==> config.mk <==
export PLATFORM = sky130hd
export DESIGN_NAME = nv_core_host_flat
export DESIGN_NICKNAME = d
export VERILOG_FILES = /design/src/design/nv_access_pkg.sv /design/src/design/nv_link_if.sv /design/src/design/nv_core_host.sv /design/src/flat_wrapper.sv
export VERILOG_INCLUDE_DIRS = /design/src /design/src/design
export SDC_FILE = /design/constraint.sdc
export NUM_CORES = 1
export LEC_CHECK = 0
export BUFFER_PORTS_ARGS = -buffer_cell sky130_fd_sc_hd__buf_2
export CORE_UTILIZATION = 52
export DETAILED_ROUTE_END_ITERATION = 12
export PLACE_DENSITY_LB_ADDON = 0.2
export SLEW_MARGIN = 0
export SYNTH_ARGS = -nofsm -noshare
export SYNTH_HDL_FRONTEND = slang
export SYNTH_SLANG_ARGS = --single-unit
==> constraint.sdc <==
create_clock -name clk -period 5.15 [get_ports clk]
set_clock_uncertainty 0.15 [all_clocks]
set_input_delay 1.2875 -clock clk [delete_from_list [all_inputs] [get_ports clk]]
set_output_delay 1.2875 -clock clk [all_outputs]
set_load 0.02 [all_outputs]
==> src/design/nv_access_defs.svh <==
`ifndef NV_ACCESS_DEFS_SVH
`define NV_ACCESS_DEFS_SVH

// Nonvolatile array geometry
`define NV_MEM_BYTES 256
`define NV_ADDR_W 8

// Device register selects on the core link
`define NV_REG_ADDR 2'h0
`define NV_REG_DATA 2'h1
`define NV_REG_CTRL 2'h2

// Control register bit positions
`define NV_CTRL_READ 0
`define NV_CTRL_PROG 1
`define NV_CTRL_ARM 2

// Core stall lengths and arm window, in clk cycles
`define NV_READ_STALL 3'h4
`define NV_WRITE_STALL 3'h2
`define NV_ARM_WINDOW 3'h4

// Write timing in calibrated oscillator cycles
`define NV_WRITE_TICKS 13600
`define NV_OSC_HZ 4000000
`define NV_CLK_HZ 100000000
`define NV_OSC_DIV (`NV_CLK_HZ / `NV_OSC_HZ)

// Value left in a byte whose write was aborted
`define NV_INVALID_BYTE 8'hFF

// Controller register byte offsets on the bus
`define NV_WB_ADDR 8'h00
`define NV_WB_WDATA 8'h04
`define NV_WB_CMD 8'h08
`define NV_WB_RDATA 8'h0C
`define NV_WB_STATUS 8'h10
`define NV_WB_IRQ_STAT 8'h14
`define NV_WB_IRQ_MASK 8'h18

// Command and interrupt bits
`define NV_CMD_READ 0
`define NV_CMD_WRITE 1
`define NV_IRQ_READ 0
`define NV_IRQ_WRITE 1
`define NV_IRQ_W 2

`endif

==> src/design/nv_access_pkg.sv <==
package nv_access_pkg;

  typedef logic [1:0] reg_sel_t;
  typedef logic [7:0] nv_byte_t;

  typedef enum logic [3:0] {
    ST_IDLE  = 4'h0,
    ST_POLL  = 4'h1,
    ST_CHECK = 4'h3,
    ST_ADDR  = 4'h2,
    ST_DATA  = 4'h6,
    ST_ARM   = 4'h7,
    ST_PROG  = 4'h5,
    ST_HOLD  = 4'h4,
    ST_TRIG  = 4'hA,
    ST_FETCH = 4'hC,
    ST_TAKE  = 4'h8
  } core_state_t;

endpackage

==> src/design/nv_link_if.sv <==
`timescale 1ns/1ps
`default_nettype none

interface nv_link_if;
  nv_access_pkg::reg_sel_t regSel;
  logic regWrite;
  logic regRead;
  nv_access_pkg::nv_byte_t regWdata;
  nv_access_pkg::nv_byte_t regRdata;
  logic stall;

  modport device (
    input regSel,
    input regWrite,
    input regRead,
    input regWdata,
    output regRdata,
    output stall
  );

  modport core (
    output regSel,
    output regWrite,
    output regRead,
    output regWdata,
    input regRdata,
    input stall
  );
endinterface

`default_nettype wire

==> src/design/nv_core_host.sv <==
// Register access over Wishbone and the register addresses are this design's own decisions.
`timescale 1ns/1ps
`default_nettype none
`include "nv_access_defs.svh"

module nv_core_host (
  // Clock and reset
  input wire logic clk,
  input wire logic reset_n,
  // Wishbone slave
  input wire logic [7:0] wb_adr_i,
  input wire logic [31:0] wb_dat_i,
  output logic [31:0] wb_dat_o,
  input wire logic wb_we_i,
  input wire logic [3:0] wb_sel_i,
  input wire logic wb_cyc_i,
  input wire logic wb_stb_i,
  output logic wb_ack_o,
  // System
  input wire logic selfProgBusy,
  output logic irq,
  // Device link
  nv_link_if.core link
);

  nv_access_pkg::core_state_t state_q;
  nv_access_pkg::core_state_t state_d;
  logic ack_q;
  logic [31:0] dat_q;
  logic [7:0] addr_q;
  logic [7:0] wdata_q;
  logic [7:0] rdata_q;
  logic opWrite_q;
  logic post_q;
  logic [`NV_IRQ_W-1:0] irqStat_q;
  logic [`NV_IRQ_W-1:0] irqMask_q;

  wire wbReq = wb_cyc_i && wb_stb_i;
  wire wbWr = wbReq && ack_q && wb_we_i && wb_sel_i[0];
  wire wrAddr = wbWr && wb_adr_i == `NV_WB_ADDR;
  wire wrWdata = wbWr && wb_adr_i == `NV_WB_WDATA;
  wire wrCmd = wbWr && wb_adr_i == `NV_WB_CMD;
  wire wrStat = wbWr && wb_adr_i == `NV_WB_IRQ_STAT;
  wire wrMask = wbWr && wb_adr_i == `NV_WB_IRQ_MASK;
  wire idle = state_q == nv_access_pkg::ST_IDLE;
  // Commands while busy are dropped; status shows busy
  wire startRd = wrCmd && idle && wb_dat_i[`NV_CMD_READ];
  wire startWr = wrCmd && idle && wb_dat_i[`NV_CMD_WRITE] && !wb_dat_i[`NV_CMD_READ];
  wire progBusy = link.regRdata[`NV_CTRL_PROG];
  wire checkNow = state_q == nv_access_pkg::ST_CHECK;
  wire readDone = state_q == nv_access_pkg::ST_TAKE;
  wire writeDoneEv = checkNow && !progBusy && post_q;
  wire [`NV_IRQ_W-1:0] irqSet = {writeDoneEv, readDone};

  wire [31:0] readMux = (wb_adr_i == `NV_WB_ADDR) ? {24'h000000, addr_q} :
                        (wb_adr_i == `NV_WB_WDATA) ? {24'h000000, wdata_q} :
                        (wb_adr_i == `NV_WB_RDATA) ? {24'h000000, rdata_q} :
                        (wb_adr_i == `NV_WB_STATUS) ? {31'h00000000, !idle} :
                        (wb_adr_i == `NV_WB_IRQ_STAT) ? {30'h00000000, irqStat_q} :
                        (wb_adr_i == `NV_WB_IRQ_MASK) ? {30'h00000000, irqMask_q} : 32'h00000000;

  always_ff @(posedge clk or negedge reset_n) begin
    if (!reset_n) begin
      ack_q <= 1'b0;
      dat_q <= 32'h00000000;
    end else begin
      ack_q <= wbReq && !ack_q;
      if (wbReq && !ack_q) begin
        dat_q <= readMux;
      end
    end
  end

  // The whole sequence runs here, so nothing can split it
  always_comb begin
    state_d = state_q;
    case (state_q)
      nv_access_pkg::ST_IDLE: begin
        if (startRd || startWr) begin
          state_d = nv_access_pkg::ST_POLL;
        end
      end
      nv_access_pkg::ST_POLL: begin
        if (!link.stall) begin
          state_d = nv_access_pkg::ST_CHECK;
        end
      end
      nv_access_pkg::ST_CHECK: begin
        if (progBusy || (opWrite_q && !post_q && selfProgBusy)) begin // RULE13 RULE15
          state_d = nv_access_pkg::ST_POLL;
        end else if (post_q) begin
          state_d = nv_access_pkg::ST_IDLE;
        end else begin
          state_d = nv_access_pkg::ST_ADDR;
        end
      end
      nv_access_pkg::ST_ADDR: begin
        state_d = opWrite_q ? nv_access_pkg::ST_DATA : nv_access_pkg::ST_TRIG;
      end
      nv_access_pkg::ST_DATA: state_d = nv_access_pkg::ST_ARM;
      nv_access_pkg::ST_ARM: state_d = nv_access_pkg::ST_PROG; // RULE5 RULE14
      nv_access_pkg::ST_PROG: state_d = nv_access_pkg::ST_HOLD;
      nv_access_pkg::ST_TRIG: state_d = nv_access_pkg::ST_HOLD;
      nv_access_pkg::ST_HOLD: begin
        if (!link.stall) begin
          state_d = opWrite_q ? nv_access_pkg::ST_POLL : nv_access_pkg::ST_FETCH;
        end
      end
      nv_access_pkg::ST_FETCH: state_d = nv_access_pkg::ST_TAKE;
      nv_access_pkg::ST_TAKE: state_d = nv_access_pkg::ST_IDLE;
      default: state_d = nv_access_pkg::ST_IDLE;
    endcase
  end

  always_ff @(posedge clk or negedge reset_n) begin
    if (!reset_n) begin
      state_q <= nv_access_pkg::ST_IDLE;
      opWrite_q <= 1'b0;
      post_q <= 1'b0;
    end else begin
      state_q <= state_d;
      if (startRd || startWr) begin
        opWrite_q <= startWr;
        post_q <= 1'b0;
      end else if (state_q == nv_access_pkg::ST_PROG) begin
        post_q <= 1'b1;
      end
    end
  end

  always_ff @(posedge clk or negedge reset_n) begin
    if (!reset_n) begin
      addr_q <= 8'h00;
      wdata_q <= 8'h00;
      rdata_q <= 8'h00;
      irqMask_q <= '0;
      irqStat_q <= '0;
    end else begin
      if (wrAddr && idle) begin
        addr_q <= wb_dat_i[7:0];
      end
      if (wrWdata && idle) begin
        wdata_q <= wb_dat_i[7:0];
      end
      if (readDone) begin
        rdata_q <= link.regRdata;
      end
      if (wrMask) begin
        irqMask_q <= wb_dat_i[`NV_IRQ_W-1:0];
      end
      // Set beats a same-cycle clear
      irqStat_q <= (irqStat_q & ~(wrStat ? wb_dat_i[`NV_IRQ_W-1:0] : '0)) | irqSet;
    end
  end

  // Link strobes follow the state directly
  wire inPoll = state_q == nv_access_pkg::ST_POLL;
  wire inFetch = state_q == nv_access_pkg::ST_FETCH;
  wire inAddr = state_q == nv_access_pkg::ST_ADDR;
  wire inData = state_q == nv_access_pkg::ST_DATA;
  wire inArm = state_q == nv_access_pkg::ST_ARM;
  wire inProg = state_q == nv_access_pkg::ST_PROG;
  wire inTrig = state_q == nv_access_pkg::ST_TRIG;

  assign link.regRead = (inPoll && !link.stall) || inFetch;
  assign link.regWrite = inAddr || inData || inArm || inProg || inTrig;
  assign link.regSel = inAddr ? `NV_REG_ADDR : (inData || inFetch) ? `NV_REG_DATA : `NV_REG_CTRL;
  assign link.regWdata = inAddr ? addr_q :
                         inData ? wdata_q :
                         inArm ? 8'(1 << `NV_CTRL_ARM) :
                         inProg ? 8'(1 << `NV_CTRL_PROG) :
                         inTrig ? 8'(1 << `NV_CTRL_READ) : 8'h00;

  assign wb_ack_o = ack_q;
  assign wb_dat_o = dat_q;
  assign irq = |(irqStat_q & irqMask_q);
endmodule // nv_core_host

`default_nettype wire

==> src/flat_wrapper.sv <==
// flat-port wrapper written by rule: the top's interface ports become plain ports
module nv_core_host_flat 
  (clk, reset_n, wb_adr_i, wb_dat_i, wb_dat_o, wb_we_i, wb_sel_i, wb_cyc_i, wb_stb_i, wb_ack_o, selfProgBusy, irq, link_regSel, link_regWrite, link_regRead, link_regWdata, link_regRdata, link_stall);
  nv_link_if link_i ();
  input wire logic clk;
  input wire logic reset_n;
  input wire logic [7:0] wb_adr_i;
  input wire logic [31:0] wb_dat_i;
  output logic [31:0] wb_dat_o;
  input wire logic wb_we_i;
  input wire logic [3:0] wb_sel_i;
  input wire logic wb_cyc_i;
  input wire logic wb_stb_i;
  output logic wb_ack_o;
  input wire logic selfProgBusy;
  output logic irq;
  output wire logic [$bits(link_i.regSel)-1:0] link_regSel;
  output wire logic [$bits(link_i.regWrite)-1:0] link_regWrite;
  output wire logic [$bits(link_i.regRead)-1:0] link_regRead;
  output wire logic [$bits(link_i.regWdata)-1:0] link_regWdata;
  input wire logic [$bits(link_i.regRdata)-1:0] link_regRdata;
  input wire logic [$bits(link_i.stall)-1:0] link_stall;
  assign link_regSel = link_i.regSel;
  assign link_regWrite = link_i.regWrite;
  assign link_regRead = link_i.regRead;
  assign link_regWdata = link_i.regWdata;
  assign link_i.regRdata = link_regRdata;
  assign link_i.stall = link_stall;
  nv_core_host u_core (.clk(clk), .reset_n(reset_n), .wb_adr_i(wb_adr_i), .wb_dat_i(wb_dat_i), .wb_dat_o(wb_dat_o), .wb_we_i(wb_we_i), .wb_sel_i(wb_sel_i), .wb_cyc_i(wb_cyc_i), .wb_stb_i(wb_stb_i), .wb_ack_o(wb_ack_o), .selfProgBusy(selfProgBusy), .irq(irq), .link(link_i));
endmodule
==> summary.txt <==
Status
  • Run status: finished, final reports clean

Detailed routing
  • Post-route ant nets: 0
  • DR iter-0 viols: 93
  • Total wire length: 5340 um
  • DRC violations left: 0
  • DRT Pass-1 Iters: 4
  • Average wire per standard cell: 14.7 um
  • Detailed-route via count: 1,918
  • DR vias/cell: 5.28

Run
  • Max Cap Violations: 0

Setup path
  • Setup crit end kind: primary output
  • Crit Path Category: flop to primary output
  • Max Fanout on Critical Path: 20
  • Slowest stage cell, crit path: dfrtp_1
  • Max incr delay on CP: 0.84 ns
  • WP buf/inv: 1
  • Startpoint Class: flop
  • Crit-path cells: nand2_1 -> o21ai_0 -> nand2b_1 -> nor2_1 -> buf_2
  • CP required: 3.71 ns
  • Worst path arrival time: 1.96 ns
  • Worst path top cell family by delay: flip-flops

Synth
  • Syn Inst Count: 248
  • Syn Area/Cell: 10.4 um2
  • Post-synth EDFFs: 0
  • Sequential-to-total area share from yosys stat: 41.9%
  • Async SR Flop Fraction: 100%
  • Synth cell types: 49
  • Syn. warnings: 0
  • Synthesized flop and latch total: 43
  • Synthesized area: 2570 um2
  • Most common flop cell mapped by yosys: dfrtp_1

Global route
  • Initial antenna violation count: 0
  • GRT Total Usage: 22.2%
  • First-pass GRT wire length: 8700 um
  • Largest net degree at the start of global routing: 44
  • Vias in the first global route: 1,772
  • GRT overflow: 0

STA
  • Min cycle time layout: 3.40 ns
  • Final period util: 66.1%
  • Post-route setup TNS: 0 ns
  • Slew Limit Fails: 0
  • RSZ-0062 raised after global routing: false
  • Least-Margin Pin Slew: 0.954 ns
  • Final hold vios: 0
  • Setup violations, final: 0
  • Worst relative slew slack: 36.4%
  • Peak Freq: 294 MHz

Min path
  • Worst hold path class: flop to flop

Power and ir drop
  • VDD IR max: 0.201 mV
  • Static leakage: 1.39 nW
  • Power Density: 324 nW/um2

Placed design
  • Cell Area, Placed: 2770 um2
  • DP Wirelength: 3830 um
  • Final Wtd Congestion: 0.932
  • I/O Buffers: 53

Clock tree
  • TritonCTS Buffers: 5
  • Post-cts resize count: 0
  • Max clock buf depth: 2
  • TritonCTS Sinks: 43
  • Root Driver: clkbuf_8
  • CTS tree: built
  • Htree depth: 2
  • Clk Latency, worst-skew pair: 0.30 ns
  • Clk slew on worst S/H paths: 0.08 ns
  • Post-CTS Hold Buffers: 0
  • Post-CTS setup buffers: 0

Layout
  • Commonest non-fill, non-tap cells in the layout: buf_2 (53), dfrtp_1 (43), conb_1 (24)
  • Commonest non-fill, non-tap cell in the layout: buf_2
  • Synth-to-layout area growth: 11.0%
  • Layout cells sized above 1: 33.4%
  • NumNets Final: 354
  • N_diodes: 0
  • Fin area: 2850 um2

Floorplanning
  • Core area: 4720 um2
  • Initial core utilization: 54.4%
  • Die height: 72.3 um
  • FP Rows: 25
  • I/O pins: 105
  • Die area: 5220 um2
  • Die Width: 72.3 um
## routing by layer
metal	share of wire [%]	vias up	wire length, um	global-route usage, %
met5	0	-	0	0
met1	48	906	2550	32.1
met4	1.8	0	96	9.37
met3	4.9	10	260	3.47
met2	45	64	2430	33.3
li1	-	938	-	-
## cell families after synthesis
| family | after synthesis | synth area share [%] |
|---|---|---|
| compound gates | 48 | 12.7 |
| xor+xnor | 1 | 0.341 |
| buf+inv | 39 | 9.84 |
| flops | 43 | 41.9 |
| mux | 39 | 17.7 |
| other cells | 1 | 0.146 |
| simple gates | 77 | 17.3 |
## Yosys cell counts (4+ instances only)
| cell type | instances | area share, % |
|---|---|---|
| a21oi_1 | 8 | 1.6 |
| a22o_1 | 4 | 1.4 |
| a2bb2oi_1 | 6 | 2.0 |
| buf_4 | 24 | 7.0 |
| clkbuf_1 | 9 | 1.3 |
| dfrtp_1 | 43 | 42 |
| mux2_2 | 20 | 8.8 |
| mux2_4 | 8 | 4.7 |
| mux2i_1 | 11 | 4.3 |
| nand2_1 | 15 | 2.2 |
| nand2b_1 | 6 | 1.5 |
| nor2_1 | 20 | 2.9 |
| nor3_1 | 4 | 0.78 |
| nor4_1 | 5 | 1.2 |
| o21ai_0 | 13 | 2.5 |
| or4b_2 | 4 | 1.6 |
## metrics by stage
step | instances | setup slack, ns | hold slack, ns | total power, mW | utilization, %
after detailed placement | 355 | 1.65 | 0.315 | 0.719 | 58.5
after floorplan | 271 | 2.00 | 0.316 | 0.663 | -
after global placement | 355 | 1.70 | 0.312 | 0.713 | 58.5
after global routing | 363 | 1.51 | 0.364 | 0.983 | 60.3
after CTS | 363 | 1.73 | 0.334 | 0.931 | 60.3
final | 363 | 1.75 | 0.329 | 0.924 | 60.3
## sequential cells by signal, summed over array words and instances, names as in the netlist
signal            flops
u_core.irqMask_q      2
u_core.wb_ack_o       1
u_core.rdata_q        8
u_core.addr_q         8
u_core.state_q        4
u_core.wdata_q        8
u_core.opWrite_q      1
u_core.post_q         1
u_core.wb_dat_o       8
u_core.irqStat_q      2
## power breakdown
group | internal, mW | total [mW] | switching (mW)
clock network | 0.0948 | 0.212 | 0.117
registers | 0.385 | 0.449 | 0.0638
logic | 0.121 | 0.263 | 0.143
total | 0.601 | 0.924 | 0.323
## final timing paths
check                              startpoint                  to  slack [ns]  depth (start not counted)
setup / recovery            u_core.state_q[2]      link_regSel[0]        1.75                          5
max in group asynchronous             reset_n   u_core.rdata_q[1]        3.28                          1
min in group asynchronous             reset_n  u_core.wb_dat_o[6]        0.98                          1
hold / removal             u_core.wb_dat_o[4]  u_core.wb_dat_o[4]        0.33                          2
hold reg to reg            u_core.wb_dat_o[4]  u_core.wb_dat_o[4]        0.33                          2
setup reg to reg            u_core.state_q[2]   u_core.wdata_q[1]        2.37                          4
## layout make-up
type,instances,area (um2)
timing repair buffer,54,273
tap,67,83.8
inverter,2,7.51
multi-input combinational,189,1330
fill,411,1870
clock inverter,2,12.5
clock buffer,6,72.6
sequential,43,1080
## worst min-delay path: stages (launching register included)
cell and delay, ns:
dfrtp_1 0.34, nand2_1 0.05, o21ai_0 0.06
Power figures use the tool's default switching activity.
